[src/inc/tcbd_pkg.sv]
// Constants and types for the taskfile command block decoder.
// Assumes a 10 MHz bridge clock and a 16-byte command block presented whole.
package tcbd_pkg;
    // ---------------------------------------------------------------
    // Register map (AXI4-Lite byte addresses)
    // ---------------------------------------------------------------
    localparam logic [7:0] TCBD_CTRL_ADDR    = 8'h00;
    localparam logic [7:0] TCBD_STATUS_ADDR  = 8'h04;
    localparam logic [7:0] TCBD_ACTION_ADDR  = 8'h08;
    localparam logic [7:0] TCBD_RDATA0_ADDR  = 8'h0c;
    localparam logic [7:0] TCBD_RDATA1_ADDR  = 8'h10;
    localparam logic [7:0] TCBD_CONFIG_ADDR  = 8'h14;
    localparam logic [7:0] TCBD_CFG_SIG_RST  = 8'h00;
    localparam logic [7:0] TCBD_CFG_DEV_RST  = 8'h00;

    // ---------------------------------------------------------------
    // Command block layout
    // ---------------------------------------------------------------
    localparam int          TCBD_CB_BYTES     = 16;
    localparam logic [7:0]  TCBD_SUBCMD       = 8'h24;
    localparam int          TCBD_IDX_SIG      = 0;
    localparam int          TCBD_IDX_SUB      = 1;
    localparam int          TCBD_IDX_ACT      = 2;
    localparam int          TCBD_IDX_RSEL     = 3;
    localparam int          TCBD_IDX_BCNT     = 4;
    localparam int          TCBD_IDX_WDATA    = 5;
    localparam int          TCBD_IDX_DEVHEAD  = 11;
    localparam int          TCBD_DEVHEAD_DEV  = 4;
    localparam int          TCBD_CFG_DEV_BIT  = 5;
    localparam int          TCBD_ACT_IDENT    = 7;
    localparam int          TCBD_ACT_UDMA     = 6;
    localparam int          TCBD_ACT_DEVSRC   = 5;
    localparam int          TCBD_ACT_ERR_HI   = 4;
    localparam int          TCBD_ACT_ERR_LO   = 3;
    localparam int          TCBD_ACT_NOPOLL   = 2;
    localparam int          TCBD_ACT_LATESEL  = 1;
    localparam int          TCBD_ACT_RDONLY   = 0;
    localparam int          TCBD_BSY_BIT      = 7;
    localparam logic [2:0]  TCBD_REG_DEVHEAD  = 3'h6;
    localparam logic [2:0]  TCBD_REG_LAST     = 3'h7;
    localparam logic [1:0]  TCBD_HALT_BOTH    = 2'h0;
    localparam logic [1:0]  TCBD_HALT_DEV     = 2'h1;
    localparam logic [1:0]  TCBD_HALT_PHASE   = 2'h2;

    typedef enum logic [2:0] {
        TCBD_IDLE    = 3'b000,
        TCBD_POLL    = 3'b001,
        TCBD_SELECT  = 3'b010,
        TCBD_ACCESS  = 3'b011,
        TCBD_XFER    = 3'b100,
        TCBD_DONE    = 3'b101
    } tcbd_state_t;
endpackage : tcbd_pkg

[src/logic/tcbd_sync2.sv]
// Two-flop synchroniser for one level input.
// Assumes the input is asynchronous to aclk.
`timescale 1ns/1ps
`default_nettype none
module tcbd_sync2 (
    input  wire logic aclk,
    input  wire logic aresetn,
    input  wire logic din,
    output logic      dout
);
    logic meta_q;
    always_ff @(posedge aclk) begin
        if (!aresetn) begin
            meta_q <= 1'b0;
            dout   <= 1'b0;
        end else begin
            meta_q <= din;
            dout   <= meta_q;
        end
    end
endmodule // tcbd_sync2
`default_nettype wire

[src/logic/tcbd_decoder.sv]
// Taskfile command block decoder with AXI4-Lite register access.
// Assumes the transport layer presents a whole 16-byte command block with a
// one-cycle strobe, and a taskfile sequencer port handshaking on aclk.
`timescale 1ns/1ps
`default_nettype none

// Notes on behaviour
// - Signature match marks a taskfile block
// - Bit 7 flags identify data phase
// - Bit 6 picks UDMA, else PIO
// - Bit 5 picks DEV bit source
// - Bits 4:3 choose error halting
// - Bit 2 clear polls BSY first
// - Bit 1 places device select late
// - Bit 0 reads selected registers only
// - Read bytes ordered alternate_status_register through status
// - Register accesses ascend zero to seven
// - Other wrapper fields handled normally
// - Select bits map registers 3F6h..1F7h
// - Only zero or power-of-two block counts accepted
module tcbd_decoder
    import tcbd_pkg::*;
(
    input  wire logic         aclk,
    input  wire logic         aresetn,
    // AXI4-Lite slave
    input  wire logic [7:0]   s_axi_awaddr,
    input  wire logic         s_axi_awvalid,
    output logic              s_axi_awready,
    input  wire logic [31:0]  s_axi_wdata,
    input  wire logic [3:0]   s_axi_wstrb,
    input  wire logic         s_axi_wvalid,
    output logic              s_axi_wready,
    output logic [1:0]        s_axi_bresp,
    output logic              s_axi_bvalid,
    input  wire logic         s_axi_bready,
    input  wire logic [7:0]   s_axi_araddr,
    input  wire logic         s_axi_arvalid,
    output logic              s_axi_arready,
    output logic [31:0]       s_axi_rdata,
    output logic [1:0]        s_axi_rresp,
    output logic              s_axi_rvalid,
    input  wire logic         s_axi_rready,
    // Command block from transport
    input  wire logic         cb_valid,
    input  wire logic [127:0] cb_bytes,
    output logic              cb_taskfile,
    output logic              cb_ordinary,
    // Taskfile sequencer
    input  wire logic         dev_error,
    input  wire logic         phase_error,
    output logic              tf_req,
    output logic              tf_write,
    output logic [2:0]        tf_reg,
    output logic [7:0]        tf_wdata,
    input  wire logic         tf_ack,
    input  wire logic [7:0]   tf_rdata,
    output logic              xfer_start,
    output logic              xfer_udma,
    output logic              xfer_identify,
    output logic              xfer_halt,
    input  wire logic         xfer_done_async,
    output logic              cmd_pass,
    output logic              cmd_fail
);
    // ---------------------------------------------------------------
    // Registers and state
    // ---------------------------------------------------------------
    tcbd_state_t state_q;
    logic [7:0]  cfg_sig_q, cfg_dev_q;
    logic [7:0]  act_q, rsel_q;
    logic [7:0]  wr_q [0:7];
    logic [7:0]  rd_q [0:7];
    logic [2:0]  idx_q;
    logic        sel_done_q, dev_bit_q;
    logic        aw_q, w_q;
    logic [7:0]  awaddr_q;
    logic [31:0] wdata_q;
    logic [3:0]  wstrb_q;
    logic        xfer_done;

    tcbd_sync2 u_done_sync (
        .aclk    (aclk),
        .aresetn (aresetn),
        .din     (xfer_done_async),
        .dout    (xfer_done)
    );

    // ---------------------------------------------------------------
    // Block recognition
    // ---------------------------------------------------------------
    logic [7:0] cb [0:15];
    logic       sig_ok, bcnt_ok;
    always_comb begin
        for (int i = 0; i < TCBD_CB_BYTES; i++) begin
            cb[i] = cb_bytes[8*i +: 8];
        end
    end
    assign sig_ok = (cb[TCBD_IDX_SIG] == cfg_sig_q)
                 && (cb[TCBD_IDX_SUB] == TCBD_SUBCMD);
    // Legal counts: zero (256 sectors) or a single set bit
    assign bcnt_ok = (cb[TCBD_IDX_BCNT] & (cb[TCBD_IDX_BCNT] - 8'h01)) == 8'h00;

    always_ff @(posedge aclk) begin
        if (!aresetn) begin
            cb_taskfile <= 1'b0;
            cb_ordinary <= 1'b0;
        end else begin
            cb_taskfile <= cb_valid && sig_ok;
            cb_ordinary <= cb_valid && !sig_ok;
        end
    end

    // ---------------------------------------------------------------
    // Sequencer
    // ---------------------------------------------------------------
    logic       cur_sel, halt_now;
    logic [7:0] dev_wdata;
    assign cur_sel   = rsel_q[idx_q];
    assign dev_wdata = {wr_q[TCBD_REG_DEVHEAD][7:TCBD_DEVHEAD_DEV+1], dev_bit_q,
                        wr_q[TCBD_REG_DEVHEAD][TCBD_DEVHEAD_DEV-1:0]};
    always_comb begin
        case (act_q[TCBD_ACT_ERR_HI:TCBD_ACT_ERR_LO])
            TCBD_HALT_BOTH:  halt_now = dev_error || phase_error;
            TCBD_HALT_DEV:   halt_now = dev_error;
            TCBD_HALT_PHASE: halt_now = phase_error;
            default:         halt_now = 1'b0;
        endcase
    end

    always_ff @(posedge aclk) begin
        if (!aresetn) begin
            state_q       <= TCBD_IDLE;
            act_q         <= 8'h00;
            rsel_q        <= 8'h00;
            idx_q         <= 3'h0;
            sel_done_q    <= 1'b0;
            dev_bit_q     <= 1'b0;
            tf_req        <= 1'b0;
            tf_write      <= 1'b0;
            tf_reg        <= 3'h0;
            tf_wdata      <= 8'h00;
            xfer_start    <= 1'b0;
            xfer_udma     <= 1'b0;
            xfer_identify <= 1'b0;
            xfer_halt     <= 1'b0;
            cmd_pass      <= 1'b0;
            cmd_fail      <= 1'b0;
            for (int i = 0; i < 8; i++) begin
                wr_q[i] <= 8'h00;
                rd_q[i] <= 8'h00;
            end
        end else begin
            cmd_pass   <= 1'b0;
            cmd_fail   <= 1'b0;
            xfer_start <= 1'b0;
            case (state_q)
                TCBD_IDLE: begin
                    if (cb_valid && sig_ok) begin
                        if (!bcnt_ok) begin
                            cmd_fail <= 1'b1;
                        end else begin
                            act_q      <= cb[TCBD_IDX_ACT];
                            rsel_q     <= cb[TCBD_IDX_RSEL];
                            idx_q      <= 3'h0;
                            sel_done_q <= 1'b0;
                            dev_bit_q  <= cb[TCBD_IDX_ACT][TCBD_ACT_DEVSRC] ?
                                cb[TCBD_IDX_DEVHEAD][TCBD_DEVHEAD_DEV] :
                                cfg_dev_q[TCBD_CFG_DEV_BIT];
                            for (int i = 0; i < 8; i++) begin
                                wr_q[i] <= cb[TCBD_IDX_WDATA + i];
                                rd_q[i] <= 8'h00;
                            end
                            xfer_udma     <= cb[TCBD_IDX_ACT][TCBD_ACT_UDMA];
                            xfer_identify <= cb[TCBD_IDX_ACT][TCBD_ACT_IDENT];
                            xfer_halt     <= 1'b0;
                            tf_reg        <= TCBD_REG_LAST;
                            tf_write      <= 1'b0;
                            tf_req        <= !cb[TCBD_IDX_ACT][TCBD_ACT_NOPOLL];
                            state_q <= cb[TCBD_IDX_ACT][TCBD_ACT_NOPOLL] ?
                                       TCBD_SELECT : TCBD_POLL;
                        end
                    end
                end
                TCBD_POLL: begin
                    // Status read repeats until busy clears
                    if (tf_ack) begin
                        if (!tf_rdata[TCBD_BSY_BIT]) begin
                            tf_req  <= 1'b0;
                            state_q <= TCBD_SELECT;
                        end
                    end
                end
                TCBD_SELECT: begin
                    // Early select before writes, or late select after them
                    if (tf_req) begin
                        if (tf_ack) begin
                            tf_req     <= 1'b0;
                            sel_done_q <= 1'b1;
                            state_q    <= act_q[TCBD_ACT_LATESEL] ? TCBD_XFER : TCBD_ACCESS;
                        end
                    end else if (act_q[TCBD_ACT_RDONLY] ||
                                 (act_q[TCBD_ACT_LATESEL] && !sel_done_q && idx_q == 3'h0
                                  && !tf_write)) begin
                        state_q <= TCBD_ACCESS;
                    end else begin
                        tf_req   <= 1'b1;
                        tf_write <= 1'b1;
                        tf_reg   <= TCBD_REG_DEVHEAD;
                        tf_wdata <= dev_wdata;
                    end
                end
                TCBD_ACCESS: begin
                    if (tf_req) begin
                        if (tf_ack) begin
                            tf_req <= 1'b0;
                            if (!tf_write) rd_q[idx_q] <= tf_rdata;
                            idx_q <= idx_q + 3'h1;
                            if (idx_q == TCBD_REG_LAST) state_q <= TCBD_XFER;
                        end
                    end else if (cur_sel) begin
                        tf_req   <= 1'b1;
                        tf_write <= !act_q[TCBD_ACT_RDONLY];
                        tf_reg   <= idx_q;
                        tf_wdata <= (idx_q == TCBD_REG_DEVHEAD) ? dev_wdata : wr_q[idx_q];
                    end else begin
                        idx_q <= idx_q + 3'h1;
                        if (idx_q == TCBD_REG_LAST) state_q <= TCBD_XFER;
                    end
                end
                TCBD_XFER: begin
                    if (act_q[TCBD_ACT_LATESEL] && !sel_done_q && !act_q[TCBD_ACT_RDONLY]) begin
                        tf_write <= 1'b1;
                        state_q  <= TCBD_SELECT;
                    end else if (act_q[TCBD_ACT_RDONLY]) begin
                        state_q <= TCBD_DONE;
                    end else if (!xfer_start && !xfer_halt) begin
                        xfer_start <= 1'b1;
                        xfer_halt  <= 1'b1;                              // Marks start issued
                    end else if (halt_now) begin
                        cmd_fail  <= 1'b1;
                        xfer_halt <= 1'b1;
                        state_q   <= TCBD_IDLE;
                    end else if (xfer_done) begin
                        state_q <= TCBD_DONE;
                    end
                end
                TCBD_DONE: begin
                    cmd_pass  <= 1'b1;
                    xfer_halt <= 1'b0;
                    state_q   <= TCBD_IDLE;
                end
                default: state_q <= TCBD_IDLE;
            endcase
        end
    end

    // ---------------------------------------------------------------
    // AXI4-Lite slave
    // ---------------------------------------------------------------
    always_ff @(posedge aclk) begin
        if (!aresetn) begin
            aw_q          <= 1'b0;
            w_q           <= 1'b0;
            awaddr_q      <= 8'h00;
            wdata_q       <= 32'h0000_0000;
            wstrb_q       <= 4'h0;
            s_axi_awready <= 1'b0;
            s_axi_wready  <= 1'b0;
            s_axi_bvalid  <= 1'b0;
            s_axi_bresp   <= 2'b00;
            cfg_sig_q     <= TCBD_CFG_SIG_RST;
            cfg_dev_q     <= TCBD_CFG_DEV_RST;
        end else begin
            s_axi_awready <= !aw_q && s_axi_awvalid && !s_axi_awready && !s_axi_bvalid;
            s_axi_wready  <= !w_q && s_axi_wvalid && !s_axi_wready && !s_axi_bvalid;
            if (s_axi_awvalid && s_axi_awready) begin
                aw_q     <= 1'b1;
                awaddr_q <= s_axi_awaddr;
            end
            if (s_axi_wvalid && s_axi_wready) begin
                w_q     <= 1'b1;
                wdata_q <= s_axi_wdata;
                wstrb_q <= s_axi_wstrb;
            end
            if (aw_q && w_q && !s_axi_bvalid) begin
                aw_q         <= 1'b0;
                w_q          <= 1'b0;
                s_axi_bvalid <= 1'b1;
                if (awaddr_q == TCBD_CONFIG_ADDR) begin
                    s_axi_bresp <= 2'b00;
                    if (wstrb_q[0]) cfg_sig_q <= wdata_q[7:0];
                    if (wstrb_q[1]) cfg_dev_q <= wdata_q[15:8];
                end else begin
                    s_axi_bresp <= 2'b10;
                end
            end else if (s_axi_bvalid && s_axi_bready) begin
                s_axi_bvalid <= 1'b0;
            end
        end
    end

    always_ff @(posedge aclk) begin
        if (!aresetn) begin
            s_axi_arready <= 1'b0;
            s_axi_rvalid  <= 1'b0;
            s_axi_rdata   <= 32'h0000_0000;
            s_axi_rresp   <= 2'b00;
        end else begin
            s_axi_arready <= s_axi_arvalid && !s_axi_arready && !s_axi_rvalid;
            if (s_axi_arvalid && s_axi_arready) begin
                s_axi_rvalid <= 1'b1;
                s_axi_rresp  <= 2'b00;
                case (s_axi_araddr)
                    TCBD_STATUS_ADDR: s_axi_rdata <= {29'h0, state_q};
                    TCBD_ACTION_ADDR: s_axi_rdata <= {16'h0, rsel_q, act_q};
                    TCBD_RDATA0_ADDR: s_axi_rdata <= {rd_q[3], rd_q[2], rd_q[1], rd_q[0]};
                    TCBD_RDATA1_ADDR: s_axi_rdata <= {rd_q[7], rd_q[6], rd_q[5], rd_q[4]};
                    TCBD_CONFIG_ADDR: s_axi_rdata <= {16'h0, cfg_dev_q, cfg_sig_q};
                    default: begin
                        s_axi_rdata <= 32'h0000_0000;
                        s_axi_rresp <= 2'b10;
                    end
                endcase
            end else if (s_axi_rvalid && s_axi_rready) begin
                s_axi_rvalid <= 1'b0;
            end
        end
    end
endmodule // tcbd_decoder
`default_nettype wire

[config.mk]
export PLATFORM = sky130hd
export DESIGN_NAME = tcbd_decoder
export DESIGN_NICKNAME = d
export VERILOG_FILES = /design/src/inc/tcbd_pkg.sv /design/src/logic/tcbd_sync2.sv /design/src/logic/tcbd_decoder.sv
export SDC_FILE = /design/constraint.sdc
export NUM_CORES = 1
export LEC_CHECK = 0
export BUFFER_PORTS_ARGS = -buffer_cell sky130_fd_sc_hd__buf_4
export CELL_PAD_IN_SITES_DETAIL_PLACEMENT = 1
export CELL_PAD_IN_SITES_GLOBAL_PLACEMENT = 2
export CORE_MARGIN = 1
export CORE_UTILIZATION = 31
export CTS_CLUSTER_SIZE = 10
export DETAILED_ROUTE_END_ITERATION = 6
export HOLD_SLACK_MARGIN = 0.1
export MAX_ROUTING_LAYER = met4
export PLACE_DENSITY_LB_ADDON = 0.2
export SLEW_MARGIN = 10
export SYNTH_ARGS = -nofsm -noshare
export SYNTH_HDL_FRONTEND = slang
export SYNTH_SLANG_ARGS = --single-unit
[constraint.sdc]
create_clock -name aclk -period 3.1 [get_ports aclk]
set_input_delay 0.155 -clock aclk [delete_from_list [all_inputs] [get_ports aclk]]
set_output_delay 0.155 -clock aclk [all_outputs]
set_load 0.02 [all_outputs]
## Word-level counts from Yosys, hierarchy flattened

Memories as Yosys holds them, arrays and structs flattened. A register that Yosys moved wholly into a read port is not among the register bits.
Cells that the tools add are included.

| storage, ports and cells | value |
|---|---|
| memories kept | 2 |
| bits of input ports | 200 |
| RAM bits | 128 |
| output and inout bits | 62 |
| logic and storage cells | 280 |
| register bits after elaboration | 132 |

Memory list:

| name | depth | bits a word | read ports | clocked after memory_dff | wr ports | RTL line | text |
|---|---|---|---|---|---|---|---|
| rd_q | 8 | 8 | 8 | 0 | 8 | tcbd_decoder.sv:73 | `logic [7:0] rd_q [0:7];` |
| wr_q | 8 | 8 | 2 | 1 | 8 | tcbd_decoder.sv:72 | `logic [7:0] wr_q [0:7];` |

| cells by class | value |
|---|---|
| bitwise gates (word level) | 19 |
| reduce and logical (&&, ||, !) cells | 67 |
| add/sub/neg operators | 2 |
| eq/ne operators | 37 |
| order comparisons | 1 |
| multiplexer cells | 117 |

Operators by type and width:

| kind | count |
|---|---|
| $mux 8 | 22 |
| $pmux 32 s5 | 1 |
| $mux 3 | 31 |
| $mux 1 | 49 |
| $ne 2x2->1 const B | 13 |
| $eq 8x5->1 const B | 3 |
| $logic_and 1x1->1 | 23 |
| $reduce_and 5->1 | 4 |
| $eq 8x4->1 const B | 2 |
| $or 1x1->1 | 16 |
| $pmux 8 s2 | 1 |
| $ne 3x3->1 const B | 5 |
| $pmux 3 s5 | 1 |
| $logic_not 1->1 | 14 |
| $eq 3x3->1 const B | 4 |
| $reduce_and 10->1 | 1 |
| $reduce_bool 2->1 | 5 |
| $pmux 3 s3 | 1 |
| $reduce_and 3->1 | 3 |
| $and 8x8->8 | 1 |
| $eq 8x3->1 const B | 1 |
| $eq 8x6->1 const B | 1 |
| $eq 8x8->1 | 1 |
| $logic_not 8->1 | 1 |
| other kinds (28) | 39 |

## Depth between registers and ports, before layout

| depth | value |
|---|---|
| depth in word-level cells | 10 |
| gate-level depth with buffers | 9 |
| gate-level depth less buffers | 8 |

## By module

From an unflattened synthesis, not the netlist that was laid out.

| unflattened totals | value |
|---|---|
| cells, all modules | 982 |
| area total of the unflattened synthesis | 11063.1 µm² |

By module, submodules not included:

| module | area each (µm²) | sequential area each (µm²) | times used | cells an instance |
|---|---|---|---|---|
| tcbd_decoder | 11010.6 | 6426.2 | 1 | 978 |
| tcbd_sync2 | 52.6 | 40.0 | 1 | 4 |

## Worst setup path after synthesis

Ideal clock, no wire load.

| timing path | value |
|---|---|
| path type | reg-to-reg |
| start point | register cfg_sig_q[6] |
| end point | memory wr_q[0][0] (enable) |
| clock period less this slack | 3.104 ns |
| path slack | -0.004 ns |
| library setup time | 0.418 ns |
| buffers on the path | 1 |
| required time | 2.682 ns |
| stages on the path, launching flop included | 7 |
| data arrival time | 2.685 ns |
| path through | dfxtp_1 xnor2_1 nand4_1 nor4_2 a31oi_1 buf_2 inv_1 |

RTL lines:

| what | RTL line | text |
|---|---|---|
| start, declared | tcbd_decoder.sv:70 | `logic [7:0] cfg_sig_q, cfg_dev_q;` |
| start signal, assigned | tcbd_decoder.sv:292 | `if (wstrb_q[0]) cfg_sig_q <= wdata_q[7:0];` |
| end, declared | tcbd_decoder.sv:72 |  |

==> results by group <==
Run status
  • Status: finished clean

STA
  • Max Slew Vio Count: 0
  • Final hold violation count: 0
  • PnR worst setup slack: 0.4800 ns
  • Final setup fails: 0
  • Slew HR: 20.65%
  • Setup TNS: 0 ns
  • RSZ-0062 raised after global routing: false
  • Fmax: 0.3817 GHz
  • Skew final: 0.01440 ns
  • Final Cycle Share: 84.52%
  • Worst-Margin Slew: 1.178 ns
  • Crit path time final: 2.620 ns

Finish
  • Top Registers: rd_q: 64 flops, wr_q: 64 flops, s_axi_rdata: 32 flops
  • Most common cell after layout, fill and taps aside: buf_4
  • Most frequent cells in the layout: buf_4, and2_1, dfxtp_1, dlygate4sd3_1, edfxtp_1
  • Filler cells: 3,953
  • Layout cells sized above 1: 23.87%
  • Layout Nets: 1,572
  • Area Overhead vs Synth: 40.44%

GRT
  • Initial antenna violation count: 2
  • Global-route wire length before repair: 53,490 µm
  • Largest net degree at the start of global routing: 89
  • GRT Overall Usage: 19.53%
  • Gr ovfl total: 0
  • Vias in the first global route: 9,384

Place
  • Routability congestion estimate: 0.8304
  • Final HPWL DP: 23,960 µm
  • Count of input and output buffers: 217
  • DP Worst Slack: 0.4616 ns

Yosys
  • Syn Area/Cell: 11.02 µm²
  • #FFs+latches synth: 259
  • Commonest register cell after synthesis: dfxtp_1
  • Post-synth design cell area: 0.01119 mm²
  • Synth Warn #: 0
  • Post-synth EDFFs: 128
  • Async S/R FF share, synth: 0%
  • Post-Syn Instances: 1,015
  • Register area share after synthesis: 57.79%
  • Cell variety after synth: 65

Clocking
  • CTS sink count: 259
  • Total setup buffers inserted after CTS: 0
  • Root buffer cell: clkbuf_16
  • Worst skew pair latency: 0.50 ns
  • Num CTS Buffers: 34
  • Clock buffer depth: 3
  • Worst-path clk slew: 0.05 ns
  • H-tree depth: 2
  • Hold buffer count at cts: 129
  • Post-cts gate resize count: 0
  • CTS tree: built

Setup path
  • Critical Path Start Type: flip-flop
  • CP max stage delay: 0.95 ns
  • Worst setup EP type: flip-flop
  • Req. time, crit path: 3.20 ns
  • Critical path peak fanout: 8
  • Delay-heaviest family, CP: simple AND/OR/NAND/NOR gates
  • CP Buf/Inv Count: 0
  • CP max-delay cell: o21ai_0
  • Arr. time, crit path: 2.72 ns
  • Kind of critical path: flip-flop to flip-flop
  • Worst-path cell chain: nor2b_1 > nand3_1 > or4_1 > o21ai_0

Detailed routing
  • Drt wl/cell: 18.68 µm
  • DR iter-0 viols: 488
  • DRT antenna net count: 0
  • Routed WL: 34,630 µm
  • Drt pass-1 iters: 5
  • Total number of vias: 9,074
  • Vias per inst: 4.894
  • DRC violation count after routing: 0

Die
  • I/O Pins: 262
  • Initial core utilization: 31.45%
  • Die height: 192.0 µm
  • Die area: 0.03685 mm²
  • Core ar.: 0.03557 mm²
  • Number of cell rows: 69
  • Die X: 192.0 µm

Power
  • Clk pwr share: 45.7%
  • Pleak: 6.077 nW
  • PwrDens: 498.6 mW/mm²
  • Net Switching: 0.001698 W
  • Sequential share of power: 47.4%
  • Peak VDD IR: 0.3832 mV
  • P_int: 0.006136 W
  • Combinational share of power: 7.0%
  • Net Sw Frac: 21.68%

Job
  • Max_cap viols: 0

Hold path
  • Hold Crit Class: input port to flip-flop
cell usage after synthesis, types with 3 or more instances:
master / count / area [µm²]
a2111oi_0: 4 / 35.03
a211oi_1: 3 / 22.52
a21oi_1: 81 / 405.4
a22o_1: 16 / 140.1
a22oi_1: 48 / 360.4
a31oi_1: 6 / 37.54
and2_1: 134 / 838.3
buf_1: 4 / 15.01
buf_2: 13 / 65.06
buf_4: 4 / 30.03
buf_6: 6 / 67.56
clkbuf_1: 37 / 138.9
dfxtp_1: 131 / 2623
edfxtp_1: 128 / 3844
ha_1: 4 / 50.05
inv_1: 11 / 41.29
mux2i_1: 36 / 360.4
mux4_2: 16 / 360.4
nand2_1: 89 / 334.1
nand2b_1: 9 / 56.30
nand3_1: 18 / 90.09
nand4_1: 7 / 43.79
nor2_1: 94 / 352.8
nor2b_1: 8 / 50.05
nor3_1: 14 / 70.07
nor4_1: 4 / 25.02
nor4_2: 5 / 62.56
nor4b_1: 4 / 35.03
o21ai_0: 28 / 140.1
o221a_2: 3 / 33.78
or4_1: 4 / 30.03
xnor2_1: 8 / 70.07
cell families after synthesis:
| logic type | count (synthesis) | share of synthesized area (%) |
|---|---|---|
| muxes | 53 | 6.542 |
| xor gates and xnor gates | 8 | 0.6263 |
| AOI/OAI and AO/OA | 211 | 12.26 |
| buffers and inverters | 76 | 3.232 |
| other | 1 | 0.03352 |
| DFF | 259 | 57.79 |
| adders and majority gates | 4 | 0.4473 |
| and+or+nand+nor | 403 | 19.07 |
power by group through the flow:
stage	registers [W]	clock network, W	logic [W]
floorplan	0.00378	0	0.000154
global placement	0.00378	0	0.000413
detailed placement	0.00378	0	0.000418
CTS	0.00371	0.00369	0.000547
global route	0.00372	0.00381	0.000589
finish	0.00371	0.00358	0.000545
worst reg2reg max path: stages (launching register included):
cell     delay, ns
dfxtp_1       0.33
nor2b_1       0.27
nand3_1       0.15
or4_1         0.54
o21ai_0       0.95
layout make-up:
cell class                      count  area, µm²  area share [%]
Sequential cell                   259       6466           41.15
Multi-Input combinational cell    681       4387           27.92
Timing Repair Buffer              380       3226           20.53
Clock buffer                       55      980.9           6.243
Tap cell                          461      576.8           3.671
Inverter                           12      48.80          0.3106
Clock inverter                      4      22.52          0.1433
Antenna cell                        2      5.005         0.03185
through the flow:
step / power (W) / instance area (µm²) / hold slack, ns / util (%) / cells
after floorplan: 0.003932 / 11200 / 0.2805 / - / 1016
after global placement: 0.004190 / 13410 / 0.3665 / 37.71 / 1664
after detailed placement: 0.004202 / 13410 / 0.3752 / 37.71 / 1664
after CTS: 0.007952 / 15710 / 0.1470 / 44.16 / 1852
after global routing: 0.008124 / 15710 / 0.2102 / 44.17 / 1854
final: 0.007834 / 15710 / 0.1694 / 44.17 / 1854
metal layers:
layer	vias to the layer above	global-route usage [%]	routed length, µm
li1	4378	-	-
met1	4409	25.41	15630
met2	233	30.71	16180
met3	54	4.111	2062
met4	0	5.330	755
met5	-	-	0
path summary, 6_finish.rpt:
path | start | end | slack [ns] | depth (start not counted)
max reg2reg | state_q[1]$_SDFFE_PN0P_ | rd_q[4][1]$_SDFFCE_PN0P_ | 0.48 | 4
max | state_q[1]$_SDFFE_PN0P_ | rd_q[4][1]$_SDFFCE_PN0P_ | 0.48 | 4
min | tf_ack | sel_done_q$_SDFFE_PN0P_ | 0.17 | 5
min reg2reg | awaddr_q[5]$_SDFFE_PN0P_ | awaddr_q[5]$_SDFFE_PN0P_ | 0.45 | 2
No activity file was read; power rests on OpenSTA's default activity.
